--- config.mk ---
export PLATFORM = sky130hd
export DESIGN_NAME = cpb_bridge
export DESIGN_NICKNAME = d
export VERILOG_FILES = /design/src/pkg/cpb_pkg.sv /design/src/hdl/cpb_bridge.sv
export SDC_FILE = /design/constraint.sdc
export NUM_CORES = 1
export LEC_CHECK = 0
export BUFFER_PORTS_ARGS = -buffer_cell sky130_fd_sc_hd__buf_4
export CORE_AREA = 2 2 215 217
export DETAILED_ROUTE_END_ITERATION = 8
export DIE_AREA = 0 0 217 219
export GPL_ROUTABILITY_DRIVEN = 0
export SKIP_CTS_REPAIR_TIMING = 1
export SLEW_MARGIN = 5
export SYNTH_ARGS = -nofsm -noshare
export SYNTH_HDL_FRONTEND = slang
export SYNTH_SLANG_ARGS = --single-unit
--- constraint.sdc ---
create_clock -name clock_i -period 3.85 [get_ports clock_i]
set_input_delay 0.5775 -clock clock_i [delete_from_list [all_inputs] [get_ports clock_i]]
set_output_delay 0.5775 -clock clock_i [all_outputs]
set_load 0.05 [all_outputs]
--- src/pkg/cpb_pkg.sv ---
/*
 * Constants shared by the processor-to-PCI bridge ordering block:
 * bus widths, transaction kinds, read-return sources and the serial
 * interrupt frame.
 * Assumes a single 100 MHz core clock and a synchronous reset.
 */
package cpb_pkg;
   // Processor bus and PCI bus are both 64 bits wide
   localparam int CPB_DATA_W = 64;
   localparam int CPB_BE_W = 8;
   localparam int CPB_ADDR_W = 32;
   localparam int CPB_TAG_W = 4;
   localparam int CPB_CPU_MHZ = 167;
   localparam int CPB_PCI_MHZ = 66;
   // Bytes covered by one beat; a contiguous write starts here next
   localparam logic [CPB_ADDR_W-1:0] CPB_BEAT_BYTES = 32'h0000_0008;

   // Address-tenure spacing, in clocks
   localparam int CPB_ADDR_GAP = 2;
   localparam int CPB_OLD_ADDR_GAP = 3;

   // Transaction kinds presented with each address tenure
   typedef enum logic [2:0] {
      CPB_K_MEM_RD = 3'h0,
      CPB_K_PCI_RD = 3'h1,
      CPB_K_PCI_MW = 3'h2,
      CPB_K_PCI_MWI = 3'h3,
      CPB_K_IO_BARRIER = 3'h4,
      CPB_K_SYNC = 3'h5
   } cpb_kind_e;

   // Read-return sources, highest priority first
   localparam int CPB_NSRC = 3;
   localparam int CPB_SRC_IVN = 0;
   localparam int CPB_SRC_MEM = 1;
   localparam int CPB_SRC_PCI = 2;

   // Serial interrupt frame
   localparam int CPB_NIRQ = 8;
   localparam logic [2:0] CPB_IRQ_LAST = 3'h7;

   // Reset values
   localparam logic CPB_READY_RST = 1'b0;
   localparam logic [2:0] CPB_IRQ_CNT_RST = 3'h0;

   // Write-combining state: idle or an open PCI burst
   typedef enum logic [0:0] {
      CPB_WC_IDLE = 1'b0,
      CPB_WC_OPEN = 1'b1
   } cpb_wc_e;
endpackage

--- src/hdl/cpb_bridge.sv ---
/*
 * Ordering core of a processor-to-PCI host bridge: address acceptance,
 * out-of-order read return with cache-to-cache intervention, PCI write
 * combining and the serial interrupt stream.
 * Assumes processor, memory and PCI ports are logic on clock_i; the
 * interrupt sources are asynchronous pins.
 */
// Contract
// - Read data returns in availability order
// - Fast memory read may pass slow PCI read
// - Accept one address every two clocks
// - Holder supplies modified data directly to requester
// - Merge eligible memory writes into one transaction
// - Merge only ascending, consecutive, non-overlapping addresses
// - Barrier or sync between writes prevents merging
// - Processor side is 64-bit pipelined bus
// - PCI side is 64-bit bus
// - Interrupts leave as a serial stream
module cpb_bridge import cpb_pkg::*; (
   input wire logic clock_i,
   input wire logic rst_i,
   input wire logic cpu_addr_valid_i,
   input wire logic [CPB_ADDR_W-1:0] cpu_addr_i,
   input wire logic [CPB_TAG_W-1:0] cpu_tag_i,
   input wire logic [2:0] cpu_kind_i,
   input wire logic [CPB_DATA_W-1:0] cpu_wdata_i,
   input wire logic [CPB_BE_W-1:0] cpu_wbe_i,
   output logic cpu_addr_ready_o,
   output logic rd_req_valid_o,
   output logic rd_req_pci_o,
   output logic [CPB_ADDR_W-1:0] rd_req_addr_o,
   output logic [CPB_TAG_W-1:0] rd_req_tag_o,
   input wire logic [CPB_NSRC-1:0] src_valid_i,
   input wire logic [CPB_NSRC*CPB_TAG_W-1:0] src_tag_i,
   input wire logic [CPB_NSRC*CPB_DATA_W-1:0] src_data_i,
   output logic [CPB_NSRC-1:0] src_ready_o,
   output logic cpu_dvalid_o,
   output logic [CPB_TAG_W-1:0] cpu_dtag_o,
   output logic [CPB_DATA_W-1:0] cpu_data_o,
   input wire logic pci_wready_i,
   output logic pci_wvalid_o,
   output logic pci_wstart_o,
   output logic pci_wmwi_o,
   output logic [CPB_ADDR_W-1:0] pci_waddr_o,
   output logic [CPB_DATA_W-1:0] pci_wdata_o,
   output logic [CPB_BE_W-1:0] pci_wbe_o,
   input wire logic [CPB_NIRQ-1:0] irq_src_i,
   output logic irq_ser_o,
   output logic irq_frame_o
);
   logic ready_q;
   logic accept;
   logic is_write;
   logic is_barrier;
   logic contig;
   cpb_wc_e wc_q;
   logic [CPB_ADDR_W-1:0] next_addr_q;
   logic mwi_q;
   logic [CPB_NSRC-1:0] full_q;
   logic [CPB_TAG_W-1:0] hold_tag_q [CPB_NSRC];
   logic [CPB_DATA_W-1:0] hold_data_q [CPB_NSRC];
   logic [CPB_NSRC-1:0] grant;
   logic [CPB_NIRQ-1:0] irq_meta_q;
   logic [CPB_NIRQ-1:0] irq_sync_q;
   logic [CPB_NIRQ-1:0] irq_snap_q;
   logic [2:0] irq_cnt_q;

   assign accept = cpu_addr_valid_i && ready_q;
   assign is_write = (cpu_kind_i == CPB_K_PCI_MW) ||
                     (cpu_kind_i == CPB_K_PCI_MWI);
   assign is_barrier = (cpu_kind_i == CPB_K_IO_BARRIER) ||
                       (cpu_kind_i == CPB_K_SYNC);
   // Overlap or descent breaks the chain just as a gap does
   assign contig = (wc_q == CPB_WC_OPEN) && (cpu_addr_i == next_addr_q) &&
                   ((cpu_kind_i == CPB_K_PCI_MWI) == mwi_q);

   // Address window drops for one clock after each tenure, giving the
   // streamed two-clock rate; a stalled PCI side also closes it
   always_ff @(posedge clock_i) begin
      if (rst_i) begin
         ready_q <= CPB_READY_RST;
      end else begin
         ready_q <= !accept && pci_wready_i;
      end
   end
   assign cpu_addr_ready_o = ready_q;

   // Reads are forwarded straight on, tagged, to memory or PCI
   always_ff @(posedge clock_i) begin
      if (rst_i) begin
         rd_req_valid_o <= 1'b0;
         rd_req_pci_o <= 1'b0;
         rd_req_addr_o <= '0;
         rd_req_tag_o <= '0;
      end else begin
         rd_req_valid_o <= accept && (cpu_kind_i == CPB_K_MEM_RD ||
                                      cpu_kind_i == CPB_K_PCI_RD);
         rd_req_pci_o <= cpu_kind_i == CPB_K_PCI_RD;
         rd_req_addr_o <= cpu_addr_i;
         rd_req_tag_o <= cpu_tag_i;
      end
   end

   // Write-combining burst tracker; barriers always close the burst
   always_ff @(posedge clock_i) begin
      if (rst_i) begin
         wc_q <= CPB_WC_IDLE;
         next_addr_q <= '0;
         mwi_q <= 1'b0;
      end else if (accept && is_write) begin
         wc_q <= CPB_WC_OPEN;
         next_addr_q <= cpu_addr_i + CPB_BEAT_BYTES;
         mwi_q <= cpu_kind_i == CPB_K_PCI_MWI;
      end else if (accept && is_barrier) begin
         wc_q <= CPB_WC_IDLE;
      end
   end

   // Each write leaves as one beat, unchanged; start marks a new
   // transaction, so merged beats simply lack it
   always_ff @(posedge clock_i) begin
      if (rst_i) begin
         pci_wvalid_o <= 1'b0;
         pci_wstart_o <= 1'b0;
         pci_wmwi_o <= 1'b0;
         pci_waddr_o <= '0;
         pci_wdata_o <= '0;
         pci_wbe_o <= '0;
      end else begin
         pci_wvalid_o <= accept && is_write;
         pci_wstart_o <= accept && is_write && !contig;
         pci_wmwi_o <= cpu_kind_i == CPB_K_PCI_MWI;
         pci_waddr_o <= cpu_addr_i;
         pci_wdata_o <= cpu_wdata_i;
         pci_wbe_o <= cpu_wbe_i;
      end
   end

   // Fixed priority over held returns: intervention, memory, then PCI.
   // Whichever is ready goes, regardless of issue order
   always_comb begin
      grant = '0;
      for (int i = 0; i < CPB_NSRC; i++) begin
         if (full_q[i] && grant == '0) begin
            grant[i] = 1'b1;
         end
      end
   end

   // One holding slot per source; a source waits while its slot is full
   always_ff @(posedge clock_i) begin
      if (rst_i) begin
         full_q <= '0;
         for (int i = 0; i < CPB_NSRC; i++) begin
            hold_tag_q[i] <= '0;
            hold_data_q[i] <= '0;
         end
      end else begin
         for (int i = 0; i < CPB_NSRC; i++) begin
            if (src_valid_i[i] && !full_q[i]) begin
               full_q[i] <= 1'b1;
               hold_tag_q[i] <= src_tag_i[i*CPB_TAG_W +: CPB_TAG_W];
               hold_data_q[i] <= src_data_i[i*CPB_DATA_W +: CPB_DATA_W];
            end else if (grant[i]) begin
               full_q[i] <= 1'b0;
            end
         end
      end
   end
   always_ff @(posedge clock_i) begin
      if (rst_i) begin
         src_ready_o <= '0;
      end else begin
         src_ready_o <= ~(full_q & ~grant) & ~(src_valid_i & ~full_q);
      end
   end

   // Returned data to the processor; intervention data goes straight
   // to the requester with no memory write-back
   always_ff @(posedge clock_i) begin
      if (rst_i) begin
         cpu_dvalid_o <= 1'b0;
         cpu_dtag_o <= '0;
         cpu_data_o <= '0;
      end else begin
         cpu_dvalid_o <= grant != '0;
         cpu_dtag_o <= '0;
         cpu_data_o <= '0;
         for (int i = 0; i < CPB_NSRC; i++) begin
            if (grant[i]) begin
               cpu_dtag_o <= hold_tag_q[i];
               cpu_data_o <= hold_data_q[i];
            end
         end
      end
   end

   // Interrupt pins pass two flops, then a snapshot per frame so one
   // frame never mixes two sampling instants
   always_ff @(posedge clock_i) begin
      if (rst_i) begin
         irq_meta_q <= '0;
         irq_sync_q <= '0;
      end else begin
         irq_meta_q <= irq_src_i;
         irq_sync_q <= irq_meta_q;
      end
   end
   always_ff @(posedge clock_i) begin
      if (rst_i) begin
         irq_cnt_q <= CPB_IRQ_CNT_RST;
         irq_snap_q <= '0;
         irq_ser_o <= 1'b0;
         irq_frame_o <= 1'b0;
      end else begin
         irq_cnt_q <= irq_cnt_q + 3'h1;
         if (irq_cnt_q == CPB_IRQ_LAST) begin
            irq_snap_q <= irq_sync_q;
         end
         irq_ser_o <= irq_snap_q[irq_cnt_q];
         irq_frame_o <= irq_cnt_q == CPB_IRQ_CNT_RST;
      end
   end
endmodule // cpb_bridge

==> impl_metrics.json <==
{
  "status": "finished, final reports clean",
  "grt_first_pass_wirelength_um": 70210,
  "num_rows": 78,
  "core_area_sq_mm": 0.04509,
  "drt_wl_total_um": 47340,
  "drc_errors": 0,
  "grt_start_max_net_pins": 151,
  "firstDrtPassIters": 5,
  "synth_nets": 1774,
  "syn_avg_cell_area_sq_um": 11.74,
  "cp_max_fo": 111,
  "die-area_sq_mm": 0.04752,
  "yosysTopAreaCell": "edfxtp_1",
  "nets": 2253,
  "synth_compound_area_frac": 0.06727,
  "synth-simple-area-share": 0.1922,
  "grt_pass1_vias": 11969,
  "die_h_um": 219,
  "detail-route-antenna-nets": 0,
  "max_stage_delay_ns": 0.82,
  "grt-ovfl-total": 0,
  "wl_per_cell_um": 18.48,
  "synth_flop_cell": "dfxtp_1",
  "clkLatencyLatePin_ns": 0.58,
  "routed_via_density": 4.620,
  "critPathRequiredTime_ns": 4.18,
  "clockBufferDepth": 3,
  "max_cap_violations": 0,
  "drive_gt1_frac": 0.3335,
  "ys_seq_elements": 456,
  "synth_top_family_by_area": "simple AND/OR/NAND/NOR gates",
  "gr-usage-all-layers": 0.1939,
  "slew_violations": 0,
  "fmax_ghz": 0.4317,
  "synth_xor_area_frac": 0.03108,
  "synth-edff-count": 204,
  "setup_violations": 0,
  "cts_sinks": 456,
  "pin_count": 550,
  "rsz0062_at_grt": "no",
  "drt_iter0_drc": 521,
  "synthDistinctLibCells": 38,
  "ctsRootBufferMaster": "clkbuf_16",
  "start_kind": "flop",
  "seqCellArea_sq_mm": 0.01118,
  "yosysSeqAreaShare": 0.6607,
  "die_width_um": 217,
  "final_core_util": 0.5090,
  "cts_made_buffers": 47,
  "mostFrequentLayoutCells": "buf_4 (555), dfxtp_1 (250), and2_1 (204), edfxtp_1 (204), nor2_1 (185)",
  "cts_max_level": 2,
  "synth_area_sq_mm": 0.01691,
  "slew_headroom": 0.4043,
  "reg2reg_setup_slack_ns": 1.53,
  "hold_viol_final": 0,
  "nFillCells": 4093,
  "muxShareOfSynthArea": 0.007992,
  "synth_top_area_frac": 0.3623,
  "crit_type": "reg2reg",
  "period_minus_slack_ns": 2.316,
  "crit_chain": "nand2b_1 -> a31oi_4 -> buf_4 -> and2_1",
  "period_share": 0.6016,
  "async_flop_share": 0,
  "power_density_mw_per_mm2": 506.0,
  "start_util": 0.3750,
  "worst_pin_slew_ns": 0.8936,
  "antenna_found_initial": 8,
  "io_buffers": 549,
  "synth_cells": 1440,
  "multi_input_area_sq_mm": 0.005142,
  "ir_drop_uv": 337.1,
  "dp_hpwl_um": 33170,
  "area_growth_pct": 35.74,
  "synthAdderAreaFrac": 0.002960,
  "synth_area_leaders": "edfxtp_1 (36%), dfxtp_1 (30%), and2_1 (7.5%)",
  "critPathSlowestCell": "dfxtp_4",
  "hold_path.class": "in2reg",
  "leakage_nw": 9.677,
  "vias": 11832,
  "endpoint_kind": "flop",
  "critPathArrivalTime_ns": 2.64,
  "final_common_cell": "buf_4",
  "clk_pin_slew_ns": 0.06,
  "cts_tree": "built",
  "ys.warnings.count": 0,
  "setup_tns_ns": 0,
  "skew_ns": 0.01329
}
[per-layer routing]
metal | vias up | track usage | wire length (um)
met5 | - | 0 | 74
met1 | 5543 | 0.2228 | 18280
met2 | 408 | 0.3384 | 23800
met4 | 10 | 0.06050 | 1090
li1 | 5798 | - | -
met3 | 73 | 0.06778 | 4089
[report_power, final]
part           switching [mW]  internal (mW)
clock network            1.91           2.70
logic                   0.899          0.573
registers               0.119           5.41
[critical path: cells and delay by family (launching register included)]
kind	cells	cell delay, ns
AND/OR/NAND/NOR	2	0.65
buffers and inverters	1	0.40
flip-flops	1	0.82
AO/OA/AOI/OAI	1	0.12
[area by class of cell]
cell class,count,area share
Antenna cell,3,0.0003271
Clock buffer,67,0.05986
Clock inverter,21,0.008723
Inverter,5,0.0008178
Multi-Input combinational cell,848,0.2241
Sequential cell,456,0.4870
Tap cell,600,0.03271
Timing Repair Buffer,561,0.1865
[per-stage QoR]
| step | worst slack [ns] | hold slack (ns) | total power [mW] | instances | instance area, sq um |
|---|---|---|---|---|---|
| floorplan | 0.6023 | 0.4138 | 6.493 | 1440 | 16910 |
| detailed placement | 1.236 | 0.4239 | 7.123 | 2470 | 21370 |
| CTS | 1.528 | 0.1669 | 11.77 | 2558 | 22940 |
| global placement | 1.242 | 0.4243 | 7.103 | 2470 | 21370 |
| finish | 1.534 | 0.2106 | 11.61 | 2561 | 22950 |
| global route | 1.407 | 0.1833 | 12.07 | 2560 | 22950 |
[path summary, 6_finish.rpt]
check,cells past startpoint,from,end
max,4,full_q[0]$_SDFFE_PP0P_,hold_data_q[0][47]$_SDFFCE_PN0P_
min,2,cpu_wdata_i[2],pci_wdata_o[2]$_SDFF_PP0_
max reg2reg,4,full_q[0]$_SDFFE_PP0P_,hold_data_q[0][47]$_SDFFCE_PN0P_
min reg2reg,1,irq_meta_q[5]$_SDFF_PP0_,irq_sync_q[5]$_SDFF_PP0_
[state kept, by name, indices dropped and copies added (netlist names), 3 cells and up]
signal and flops:
cpu_data_o 64, cpu_dtag_o 4, full_q 3, hold_data_q 192, hold_tag_q 12, irq_cnt_q 3
irq_meta_q 8, irq_snap_q 8, irq_sync_q 8, next_addr_q 32, pci_waddr_o 32, pci_wbe_o 8
pci_wdata_o 64, rd_req_tag_o 4, src_ready_o 3
[cell families (layout without fill, tap and decap cells)]
family / count (synthesis) / after routing
adders and majority gates: 4 / 4
xor gates and xnor gates: 60 / 60
AOI/OAI and AO/OA: 177 / 177
and+or+nand+nor: 596 / 596
other: 0 / 3
muxes: 11 / 11
DFF: 456 / 456
buffers and inverters: 136 / 654
[Yosys cell counts, drive strengths merged (3+ instances only)]
library cell	number
nor3	4
nor2	186
nand3	14
a21oi	76
ha	4
and3	3
nand4	14
buf	46
a211oi	28
nor2b	127
a22oi	68
nand2b	5
dfxtp	252
xnor2	25
xor2	35
clkbuf	85
nor4	7
inv	5
mux2i	9
and4	5
nand2	22
and2	204
edfxtp	204
Note: power is estimated with default switching activity, not from simulation.
